`config.mk`:
```
export PLATFORM = sky130hd
export DESIGN_NAME = isp_slave
export DESIGN_NICKNAME = d
export VERILOG_FILES = /design/src/shared/isp_pkg.sv /design/src/isp_sync.sv /design/src/isp_slave.sv
export SDC_FILE = /design/constraint.sdc
export NUM_CORES = 1
export LEC_CHECK = 0
export BUFFER_PORTS_ARGS = -buffer_cell sky130_fd_sc_hd__buf_2
export CAP_MARGIN = 20
export CORE_ASPECT_RATIO = 0.5
export CORE_MARGIN = 4
export CORE_UTILIZATION = 61
export CTS_CLUSTER_SIZE = 10
export DETAILED_ROUTE_END_ITERATION = 8
export PLACE_DENSITY = 0.83
export SYNTH_ARGS = -nofsm -noshare
export SYNTH_HDL_FRONTEND = slang
export SYNTH_SLANG_ARGS = --single-unit
```
`constraint.sdc`:
```
create_clock -name clk_sys -period 4.6 [get_ports clk_sys]
set_clock_uncertainty 0.2 [all_clocks]
set_input_delay 0.23 -clock clk_sys [delete_from_list [all_inputs] [get_ports clk_sys]]
set_output_delay 0.23 -clock clk_sys [all_outputs]
set_load 0.01 [all_outputs]
```
`src/shared/isp_pkg.sv`:
```
// Shared constants and types for the I2C register slave port.
// Assumes a single system clock domain; the bus pins are asynchronous to it.
package isp_pkg;

  localparam int        ISP_SYNC_STAGES = 3;
  localparam logic [4:0] ISP_ADDR_HIGH  = 5'h13;
  localparam int        ISP_BYTE_BITS   = 8;
  localparam logic [2:0] ISP_BIT_LAST   = 3'h7;
  localparam logic       ISP_DIR_WRITE  = 1'b0;
  localparam logic       ISP_DIR_READ   = 1'b1;

  // Strap levels as seen by the pin sensing logic.
  localparam logic [1:0] ISP_STRAP_GND   = 2'h0;
  localparam logic [1:0] ISP_STRAP_RLOW  = 2'h1;
  localparam logic [1:0] ISP_STRAP_RHIGH = 2'h2;
  localparam logic [1:0] ISP_STRAP_VDD   = 2'h3;

  // Gray coded along idle -> address -> ack -> data.
  typedef enum logic [2:0] {
    ISP_IDLE     = 3'h0,
    ISP_ADDR     = 3'h1,
    ISP_ADDR_ACK = 3'h3,
    ISP_WR_BYTE  = 3'h2,
    ISP_WR_ACK   = 3'h6,
    ISP_RD_BYTE  = 3'h7,
    ISP_RD_ACK   = 3'h5,
    ISP_IGNORE   = 3'h4
  } isp_state_e;

  typedef struct packed {
    logic       wr;
    logic [7:0] addr;
    logic [7:0] data;
  } isp_reg_wr_s;

  typedef struct packed {
    logic       rd;
    logic [7:0] addr;
  } isp_reg_rd_s;

endpackage

```
`src/isp_sync.sv`:
```
// Three stage pin synchroniser with agreement filter.
// Assumes the input is asynchronous to clk_sys.
module isp_sync
  import isp_pkg::*;
#(
  parameter logic INIT = 1'b1
) (
  input  wire logic clk_sys,
  input  wire logic arst_n,
  input  wire logic pin,
  output logic      level
);

  logic s1;
  logic s2;
  logic s3;

  always_ff @(posedge clk_sys or negedge arst_n) begin
    if (!arst_n) begin
      s1 <= INIT;
      s2 <= INIT;
      s3 <= INIT;
    end else begin
      s1 <= pin;
      s2 <= s1;
      s3 <= s2;
    end
  end

  // A change counts only once the second and third stages agree.
  always_ff @(posedge clk_sys or negedge arst_n) begin
    if (!arst_n) begin
      level <= INIT;
    end else if (s2 == s3) begin
      level <= s3;
    end
  end

endmodule

```
`src/isp_slave.sv`:
```
// I2C slave port giving an external master access to an 8-bit register space.
// Assumes register storage sits outside and answers reads combinationally.
// Operation
// - Answer address whose upper five bits are 10011, lower two from strap.
// - Strap selects 0x4C, 0x4D, 0x4E or 0x4F by its four levels.
// - All bytes are eight bits, most significant bit first.
// - The receiver of each byte returns an acknowledge in the next clock.
// - SDA falling with SCL high is start; rising is stop.
// - Data changes only while SCL is low, stable during SCL high.
// - Device acknowledge holds SDA low for the whole ack clock period.
// - Any number of bytes may follow between start and stop.
// - Device acknowledges a matching address and the pointer byte after it.
// - First write byte sets pointer; later bytes store there and advance it.
// - Device acknowledges every data byte of a multi-byte write.
// - Reads drive bytes from the pointer, advancing while the master acknowledges.
module isp_slave
  import isp_pkg::*;
(
  input  wire logic  clk_sys,
  input  wire logic  arst_n,
  input  wire logic  scl_i,
  input  wire logic  sda_i,
  output logic       sda_o,
  output logic       sda_oe,
  input  wire logic  [1:0] addr_strap,
  output isp_reg_wr_s reg_wr,
  output isp_reg_rd_s reg_rd,
  input  wire logic  [7:0] reg_rdata,
  output logic       busy
);

  ////////////////////////////////////////////////////////////////////////////
  // Pin sampling and bus event detection.

  logic       scl;
  logic       sda;
  logic       scl_q;
  logic       sda_q;
  logic       scl_rise;
  logic       scl_fall;
  logic       start_det;
  logic       stop_det;
  logic [1:0] strap_q;
  logic [1:0] strap;
  logic [1:0] strap_s;

  isp_sync #(.INIT(1'b1)) u_scl (
    .clk_sys (clk_sys),
    .arst_n  (arst_n),
    .pin     (scl_i),
    .level   (scl)
  );

  isp_sync #(.INIT(1'b1)) u_sda (
    .clk_sys (clk_sys),
    .arst_n  (arst_n),
    .pin     (sda_i),
    .level   (sda)
  );

  for (genvar g = 0; g < 2; g++) begin : g_strap
    isp_sync #(.INIT(1'b0)) u_strap (
      .clk_sys (clk_sys),
      .arst_n  (arst_n),
      .pin     (addr_strap[g]),
      .level   (strap_s[g])
    );
  end

  always_ff @(posedge clk_sys or negedge arst_n) begin
    if (!arst_n) begin
      scl_q <= 1'b1;
      sda_q <= 1'b1;
    end else begin
      scl_q <= scl;
      sda_q <= sda;
    end
  end

  assign scl_rise  = scl & ~scl_q;
  assign scl_fall  = ~scl & scl_q;
  assign start_det = scl & scl_q & sda_q & ~sda;
  assign stop_det  = scl & scl_q & ~sda_q & sda;

  // The strap is a board level setting; it is tracked while the bus is idle so an
  // address never changes in the middle of a transaction.
  always_ff @(posedge clk_sys or negedge arst_n) begin
    if (!arst_n) begin
      strap_q <= ISP_STRAP_GND;
    end else if (!busy) begin
      strap_q <= strap_s;
    end
  end

  // Maps the sensed strap level onto the address low bits.
  function automatic logic [1:0] strap_bits(input logic [1:0] lvl);
    case (lvl)
      ISP_STRAP_GND:   strap_bits = 2'h0;
      ISP_STRAP_RLOW:  strap_bits = 2'h1;
      ISP_STRAP_RHIGH: strap_bits = 2'h2;
      ISP_STRAP_VDD:   strap_bits = 2'h3;
      default:         strap_bits = 2'h0;
    endcase
  endfunction

  assign strap = strap_bits(strap_q);

  ////////////////////////////////////////////////////////////////////////////
  // Transaction sequencing.

  isp_state_e state;
  logic [2:0] bit_cnt;
  logic [7:0] shreg;
  logic [7:0] pointer;
  logic       have_ptr;
  logic       rd_dir;
  logic       addr_hit;
  logic [7:0] rx_byte;
  logic       ack_live;
  logic       mst_ack;
  logic       in_ack;

  assign rx_byte  = {shreg[6:0], sda};
  assign addr_hit = (shreg[6:0] == {ISP_ADDR_HIGH, strap});
  assign busy     = (state != ISP_IDLE);
  assign in_ack   = (state == ISP_ADDR_ACK) || (state == ISP_WR_ACK) || (state == ISP_RD_ACK);

  always_ff @(posedge clk_sys or negedge arst_n) begin
    if (!arst_n) begin
      state <= ISP_IDLE;
    end else if (start_det) begin
      state <= ISP_ADDR;
    end else if (stop_det) begin
      state <= ISP_IDLE;
    end else begin
      case (state)
        ISP_IDLE: begin
          state <= ISP_IDLE;
        end
        ISP_ADDR: begin
          if (scl_rise && bit_cnt == ISP_BIT_LAST) begin
            state <= addr_hit ? ISP_ADDR_ACK : ISP_IGNORE;
          end
        end
        ISP_ADDR_ACK: begin
          if (scl_fall && ack_live) begin
            state <= rd_dir ? ISP_RD_BYTE : ISP_WR_BYTE;
          end
        end
        ISP_WR_BYTE: begin
          if (scl_rise && bit_cnt == ISP_BIT_LAST) begin
            state <= ISP_WR_ACK;
          end
        end
        ISP_WR_ACK: begin
          if (scl_fall && ack_live) begin
            state <= ISP_WR_BYTE;
          end
        end
        ISP_RD_BYTE: begin
          if (scl_rise && bit_cnt == ISP_BIT_LAST) begin
            state <= ISP_RD_ACK;
          end
        end
        ISP_RD_ACK: begin
          if (scl_fall && ack_live) begin
            state <= mst_ack ? ISP_RD_BYTE : ISP_IGNORE;
          end
        end
        ISP_IGNORE: begin
          state <= ISP_IGNORE;
        end
        default: begin
          state <= ISP_IDLE;
        end
      endcase
    end
  end

  // Bit counter: every byte counts SCL rises, so each ack state opens on the eighth rise.
  always_ff @(posedge clk_sys or negedge arst_n) begin
    if (!arst_n) begin
      bit_cnt <= 3'h0;
    end else if (start_det || stop_det) begin
      bit_cnt <= 3'h0;
    end else if ((state == ISP_ADDR || state == ISP_WR_BYTE || state == ISP_RD_BYTE) && scl_rise) begin
      bit_cnt <= bit_cnt + 3'h1;
    end
  end

  // Shift register, MSB first in both directions.
  always_ff @(posedge clk_sys or negedge arst_n) begin
    if (!arst_n) begin
      shreg <= 8'h00;
    end else if ((state == ISP_ADDR || state == ISP_WR_BYTE) && scl_rise) begin
      shreg <= rx_byte;
    end else if (reg_rd.rd) begin
      shreg <= reg_rdata;
    end else if (state == ISP_RD_BYTE && scl_fall) begin
      shreg <= {shreg[6:0], 1'b0};
    end
  end

  always_ff @(posedge clk_sys or negedge arst_n) begin
    if (!arst_n) begin
      rd_dir <= ISP_DIR_WRITE;
    end else if (state == ISP_ADDR && scl_rise && bit_cnt == ISP_BIT_LAST) begin
      rd_dir <= (sda == ISP_DIR_READ);
    end
  end

  // The pointer survives a repeated start so a read continues where it was set.
  always_ff @(posedge clk_sys or negedge arst_n) begin
    if (!arst_n) begin
      have_ptr <= 1'b0;
    end else if (start_det || stop_det) begin
      have_ptr <= 1'b0;
    end else if (state == ISP_WR_BYTE && scl_rise && bit_cnt == ISP_BIT_LAST) begin
      have_ptr <= 1'b1;
    end
  end

  always_ff @(posedge clk_sys or negedge arst_n) begin
    if (!arst_n) begin
      pointer <= 8'h00;
    end else if (state == ISP_WR_BYTE && scl_rise && bit_cnt == ISP_BIT_LAST) begin
      pointer <= have_ptr ? pointer + 8'h01 : rx_byte;
    end else if (state == ISP_RD_ACK && scl_fall && ack_live && mst_ack) begin
      pointer <= pointer + 8'h01;
    end
  end

  // Register side strobes: one cycle each.
  always_ff @(posedge clk_sys or negedge arst_n) begin
    if (!arst_n) begin
      reg_wr <= '0;
    end else begin
      reg_wr.wr   <= (state == ISP_WR_BYTE) && scl_rise && (bit_cnt == ISP_BIT_LAST) && have_ptr;
      reg_wr.addr <= pointer;
      reg_wr.data <= rx_byte;
    end
  end

  // Read address is combinational so reg_rdata is valid when it is captured.
  assign reg_rd.rd   = ((state == ISP_ADDR_ACK) && scl_fall && ack_live && rd_dir) ||
                       ((state == ISP_RD_ACK) && scl_fall && ack_live && mst_ack);
  assign reg_rd.addr = (state == ISP_RD_ACK) ? pointer + 8'h01 : pointer;

  ////////////////////////////////////////////////////////////////////////////
  // SDA drive. Open drain: only ever drives low, changes follow SCL fall.

  logic drive_low;

  always_ff @(posedge clk_sys or negedge arst_n) begin
    if (!arst_n) begin
      drive_low <= 1'b0;
    end else if (start_det || stop_det) begin
      drive_low <= 1'b0;
    end else if (scl_fall) begin
      case (state)
        ISP_ADDR_ACK: drive_low <= ~ack_live | (rd_dir & ~reg_rdata[7]);
        ISP_WR_ACK:   drive_low <= ~ack_live;
        ISP_RD_BYTE:  drive_low <= ~shreg[6];
        ISP_RD_ACK:   drive_low <= ack_live & mst_ack & ~reg_rdata[7];
        default:      drive_low <= 1'b0;
      endcase
    end
  end

  ////////////////////////////////////////////////////////////////////////////
  // Acknowledge bit tracking.

  // An ack state is entered on the eighth rise and spans two SCL falls: the
  // first opens the ack bit and the second closes it. Keying on falls keeps
  // every SDA change inside the SCL low time.
  always_ff @(posedge clk_sys or negedge arst_n) begin
    if (!arst_n) begin
      ack_live <= 1'b0;
    end else if (start_det || stop_det) begin
      ack_live <= 1'b0;
    end else if (in_ack && scl_fall) begin
      ack_live <= ~ack_live;
    end
  end

  // The master's answer to a read byte is taken at the rise of the ack clock.
  always_ff @(posedge clk_sys or negedge arst_n) begin
    if (!arst_n) begin
      mst_ack <= 1'b0;
    end else if (state == ISP_RD_ACK && ack_live && scl_rise) begin
      mst_ack <= ~sda;
    end
  end

  assign sda_o  = 1'b0;
  assign sda_oe = drive_low;

endmodule

```
# Word-level counts from Yosys, hierarchy flattened
# Cells that the tools add are included.
[totals]
word_cells = 137
inputBits = 14
regBits = 63
[classes]
addsub = 2
n_eq_ne = 22
muxes = 29
bitwise = 18
n_reduce_logical = 35
[op_table]
columns = ["cell", "n"]
rows = [
  ["two-way mux 3 bit", 12],
  ["two-way mux 8 bit", 4],
  ["one-hot mux 3 bit (8 select lines)", 1],
  ["two-way mux 7 bit", 3],
  ["!= test 4 bit (second input constant)", 5],
  ["logical AND 1 bit", 19],
  ["equality test 3 bit (second input constant)", 5],
  ["bitwise AND 1 bit", 10],
  ["nonzero test 2 bit", 5],
  ["adder 8 x 1 -> 8 bit (second input constant)", 1],
  ["one-hot mux 2 bit (4 select lines)", 1],
  ["equality test 7 bit", 1],
  ["inverter 1 bit", 7],
  ["equality test 3 x 2 -> 1 bit (second input constant)", 2],
  ["logical OR 1 bit", 6],
  ["two-way mux 1 bit", 6],
  ["AND reduction 6 bit", 1],
  ["nonzero test 3 bit", 2],
  ["equality test 1 bit", 4],
  ["equality test 2 bit (second input constant)", 2],
  ["!= test 4 x 3 -> 1 bit (second input constant)", 1],
  ["one-hot mux 1 bit (4 select lines)", 1],
  ["adder 3 x 1 -> 3 bit (second input constant)", 1],
  ["equality test 3 x 1 -> 1 bit (second input constant)", 1],
  ["5 further kinds", 5],
]

# Longest topological paths before layout
[logic_depth]
ltp_word = 8
depth_mapped = 7
mapped_depth_nobuf = 6

# By module
# Synthesis repeated with hierarchy kept, for this count alone.
[hier_totals]
hier_cells = 276
area_unflattened_um2 = 2972.9
[by_module_without_submodules]
columns = ["module", "instances", "area_per_inst_um2", "cells_each", "seq_area_each_um2"]
rows = [
  ["isp_slave", 1, 2517.4, 256, 1178.6],
  ["isp_sync at u_scl ...", 2, 116.4, 5, 105.1],
  ["isp_sync at g_strap[0].u_strap ...", 2, 111.4, 5, 100.1],
]

# Worst setup path after synthesis
# No wires, ideal clock.
[synth_timing]
path_type = "reg-to-reg"
from = "register u_scl.level"
to = "register pointer[1]"
stages_incl_launch_ff = 7
setup_slack_ns = 2.374
required_ns = 4.274
t_arrival_ns = 1.900
setup_time_ns = 0.126
synth_period_minus_slack_ns = 2.226
path_buffers = 2
path_cell_list = "dfstp_2 -> or3b_1 -> buf_2 -> or3_1 -> buf_6 -> and3_1 -> a221o_1"
[synth_via]
elab_chain_cells = 6
word_cells_on_any_way = 10
classes_between = "mux (1); bitwise (3); reduce/logical (6)"
[synth_lines]
columns = ["element", "line", "source"]
rows = [
  ["start: declaration", "isp_sync.sv:11", "output logic level"],
  ["start signal: assignment", "isp_sync.sv:33", "level <= INIT;"],
  ["start signal: assignment", "isp_sync.sv:35", "level <= s3;"],
  ["inverter 1 bit", "isp_slave.sv:81", "assign scl_fall = ~scl & scl_q;"],
  ["bitwise AND 1 bit", "isp_slave.sv:81", ""],
  ["logical AND 1 bit (3 in a row)", "isp_slave.sv:228", "end else if (state == ISP_RD_ACK && scl_fall && ack_live && mst_ack) begin"],
  ["nonzero test 2 bit (no source line)", "-", ""],
  ["end signal: assignment", "isp_slave.sv:227", "pointer <= have_ptr ? pointer + 8'h01 : rx_byte;"],
  ["end signal: assignment", "isp_slave.sv:229", "pointer <= pointer + 8'h01;"],
  ["end: declaration", "isp_slave.sv:114", "logic [7:0] pointer;"],
]
# Several ways; a longest one is shown, not always the timed one.
# A chain may end at the register's enable or synchronous reset.

==> impl_metrics.yaml <==
clocking:
  cts_resized: 0
  clock_sinks: 63
  htreeDepth: 3
  clk_latency_ps: 340
  cts_tree: "done"
  numCtsBuffers: 9
  holdBufCountCts: 12
  clk_pin_slew_ps: 60
  cts_root_buffer: "clkbuf_8"
  cts_buffer_depth: 2
  cts_setup_buffers: 0
sta:
  hold_viol: 0
  fmax_mhz: 352
  relSlewSlack_pct: 34.6
  period_minus_slack_ps: 2840
  tns_ps: 0
  setup_viol: 0
  finalCritPeriodShare_pct: 61.8
  max_slew.worst_pin.slew_ps: 976
  rsz0062_at_grt: "false"
  finalMaxSlewViolations: 0
place:
  io_buffers: 41
  gp_congestion: 0.890
  post_dp_cell_area_um2: 3120
  place_hpwl_um: 3960
layout:
  area_growth_syn_to_layout_pct: 19.6
  filler_cell_count: 304
  utilization_pct: 77.2
  layout_common_cells: "dfrtp_1 (53), buf_2 (41), nand2_1 (18)"
  antenna_cells: 0
  drive_gt1_share_pct: 22.5
  mostFrequentLayoutCell: "dfrtp_1"
  final_cell_area_um2: 3470
  nNetsFinal: 332
yosys:
  synthCells: 265
  synthArstFlopShare_pct: 100
  ys_seq_area_share_pct: 54.8
  yosys_warnings: 0
  synth_nets: 282
  yosys-top-cells-area: "dfrtp_1 (46%), dfstp_2 (9.1%), mux2i_1 (5.2%)"
  dominantRegCellSynth: "dfrtp_1"
  synth-seq-cells: 63
  yosysTopAreaCell: "dfrtp_1"
  netlist.area_leader.share_pct: 45.8
  synth_edf_count: 0
  netlist_area_um2: 2900
  synthDistinctLibCells: 52
  synth_area_per_cell_um2: 10.9
power:
  leakage_nw: 1.67
  irDropWorstVdd_uv: 259
  power_density_nw_per_um2: 448
  power.total_mw: 1.55
routing:
  totalWireLength_um: 6070
  drc_errors: 0
  drtAntennaViolNets: 0
  post_drt_wl_per_cell_um: 15.7
  viasPerCell: 5.74
  vias: 2217
  drtIter0Drc: 246
  firstDrtPassIters: 4
floorplanning:
  die_w_um: 105
  rows: 17
  dieArea_um2: 5980
  num_io_pins: 43
  die_h_um: 56.7
  start_util_pct: 64.6
  core_area_um2: 4490
job:
  maxCapViolations: 0
grt:
  grt_use_total_pct: 22.9
  antenna_found_initial: 0
  grt_max_degree: 64
  first_global_vias: 2174
  grt-ovfl-total: 0
  grt_pass1_wl_um: 10600
setup_path:
  cp-start-kind: "flop"
  worstPathArrival_ps: 2410
  worstSetupEndpointType: "output pin"
  required_ps: 4170
  crit_fanout: 21
  path_class: "reg -> out"
run_status:
  outcome: "finished, final reports clean"
worst_hold_path:
  hp-class: "in -> reg"
worst max-delay path: stages (launching register included):
cell	delay, ps
dfrtp_1	740
nand2_1	160
nor2_1	610
mux2_2	420
buf_2	140
sequential cells by signal, indices dropped and copies added (netlist names), 2 cells and up:
register,flops
bit_cnt,3
g_strap.u_strap.level,2
g_strap.u_strap.s1,2
g_strap.u_strap.s2,2
g_strap.u_strap.s3,2
pointer,8
reg_wr,17
shreg,7
state,3
strap_q,2
cell usage after synthesis, types with 2 or more instances:
master	n
nor2_1	15
o2111ai_1	3
nand2b_1	4
inv_1	13
o21ai_0	10
buf_1	2
or3_1	2
o22ai_1	3
a2bb2oi_1	3
and3_1	6
a21o_1	3
nor2b_1	2
nor3_1	5
dfrtp_1	53
nand4b_1	2
ha_1	3
a21oi_1	13
nand2_1	18
dfstp_2	10
nand3_1	10
a31oi_1	3
xor2_1	3
xnor2_1	9
o211ai_1	3
buf_2	3
and3b_1	4
clkbuf_1	8
maj3_1	4
nand3b_1	3
a22oi_1	4
a221o_1	2
mux2_2	4
mux2i_1	15
and2_1	2
area by class of cell:
class,count,area [um2],area share (%)
multi-input cells,174,1190,34.3
flip-flops and latches,63,1590,45.8
clock buffers,13,159,4.58
repair buffers,54,333,9.60
clock inverters,3,65.1,1.88
well taps,66,82.6,2.38
inverters,13,48.8,1.41
cell families after synthesis:
family          synth area share, %
fa+ha+maj                      2.68
mux                            6.74
other cells                   0.129
compound gates                 13.0
simple gates                   14.9
flops                          54.8
xor+xnor                       3.63
buf+inv                        4.15
worst paths after layout:
path,from,to,slack [ps],depth (start not counted)
max,state[2]$_DFFE_PN0P_,reg_rd[1],1760,4
min,reg_rdata[7],sda_oe$_DFFE_PN0P_,70,4
max reg2reg,state[2]$_DFFE_PN0P_,pointer[7]$_DFFE_PN0P_,2040,4
min reg2reg,g_strap[0].u_strap.s1$_DFF_PN0_,g_strap[0].u_strap.s2$_DFF_PN0_,150,0
max in group asynchronous,arst_n,reg_wr[16]$_DFF_PN0_,3320,3
min in group asynchronous,arst_n,bit_cnt[0]$_DFFE_PN0P_,380,3
per-stage QoR:
| step | instances | hold WS [ps] | worst slack, ps |
|---|---|---|---|
| floorplan | 265 | -266 | 2370 |
| global placement | 358 | 132 | 2180 |
| detailed placement | 358 | 135 | 2130 |
| CTS | 386 | 57.5 | 1770 |
| global route | 386 | 86.4 | 1570 |
| finish | 386 | 66.2 | 1760 |
metal layers:
| metal | share of wire (%) | vias up | track usage [%] |
|---|---|---|---|
| met5 | 0 | - | 0 |
| met4 | 1.5 | 0 | 8.60 |
| met3 | 8.6 | 11 | 8.27 |
| met2 | 45 | 91 | 35.4 |
| met1 | 44 | 1070 | 29.8 |
| li1 | - | 1045 | - |
power by group:
part	internal (mW)	total [mW]	switching (mW)
logic	0.128	0.254	0.126
registers	0.654	0.759	0.105
clock network	0.334	0.539	0.205
Power figures use the tool's default switching activity.
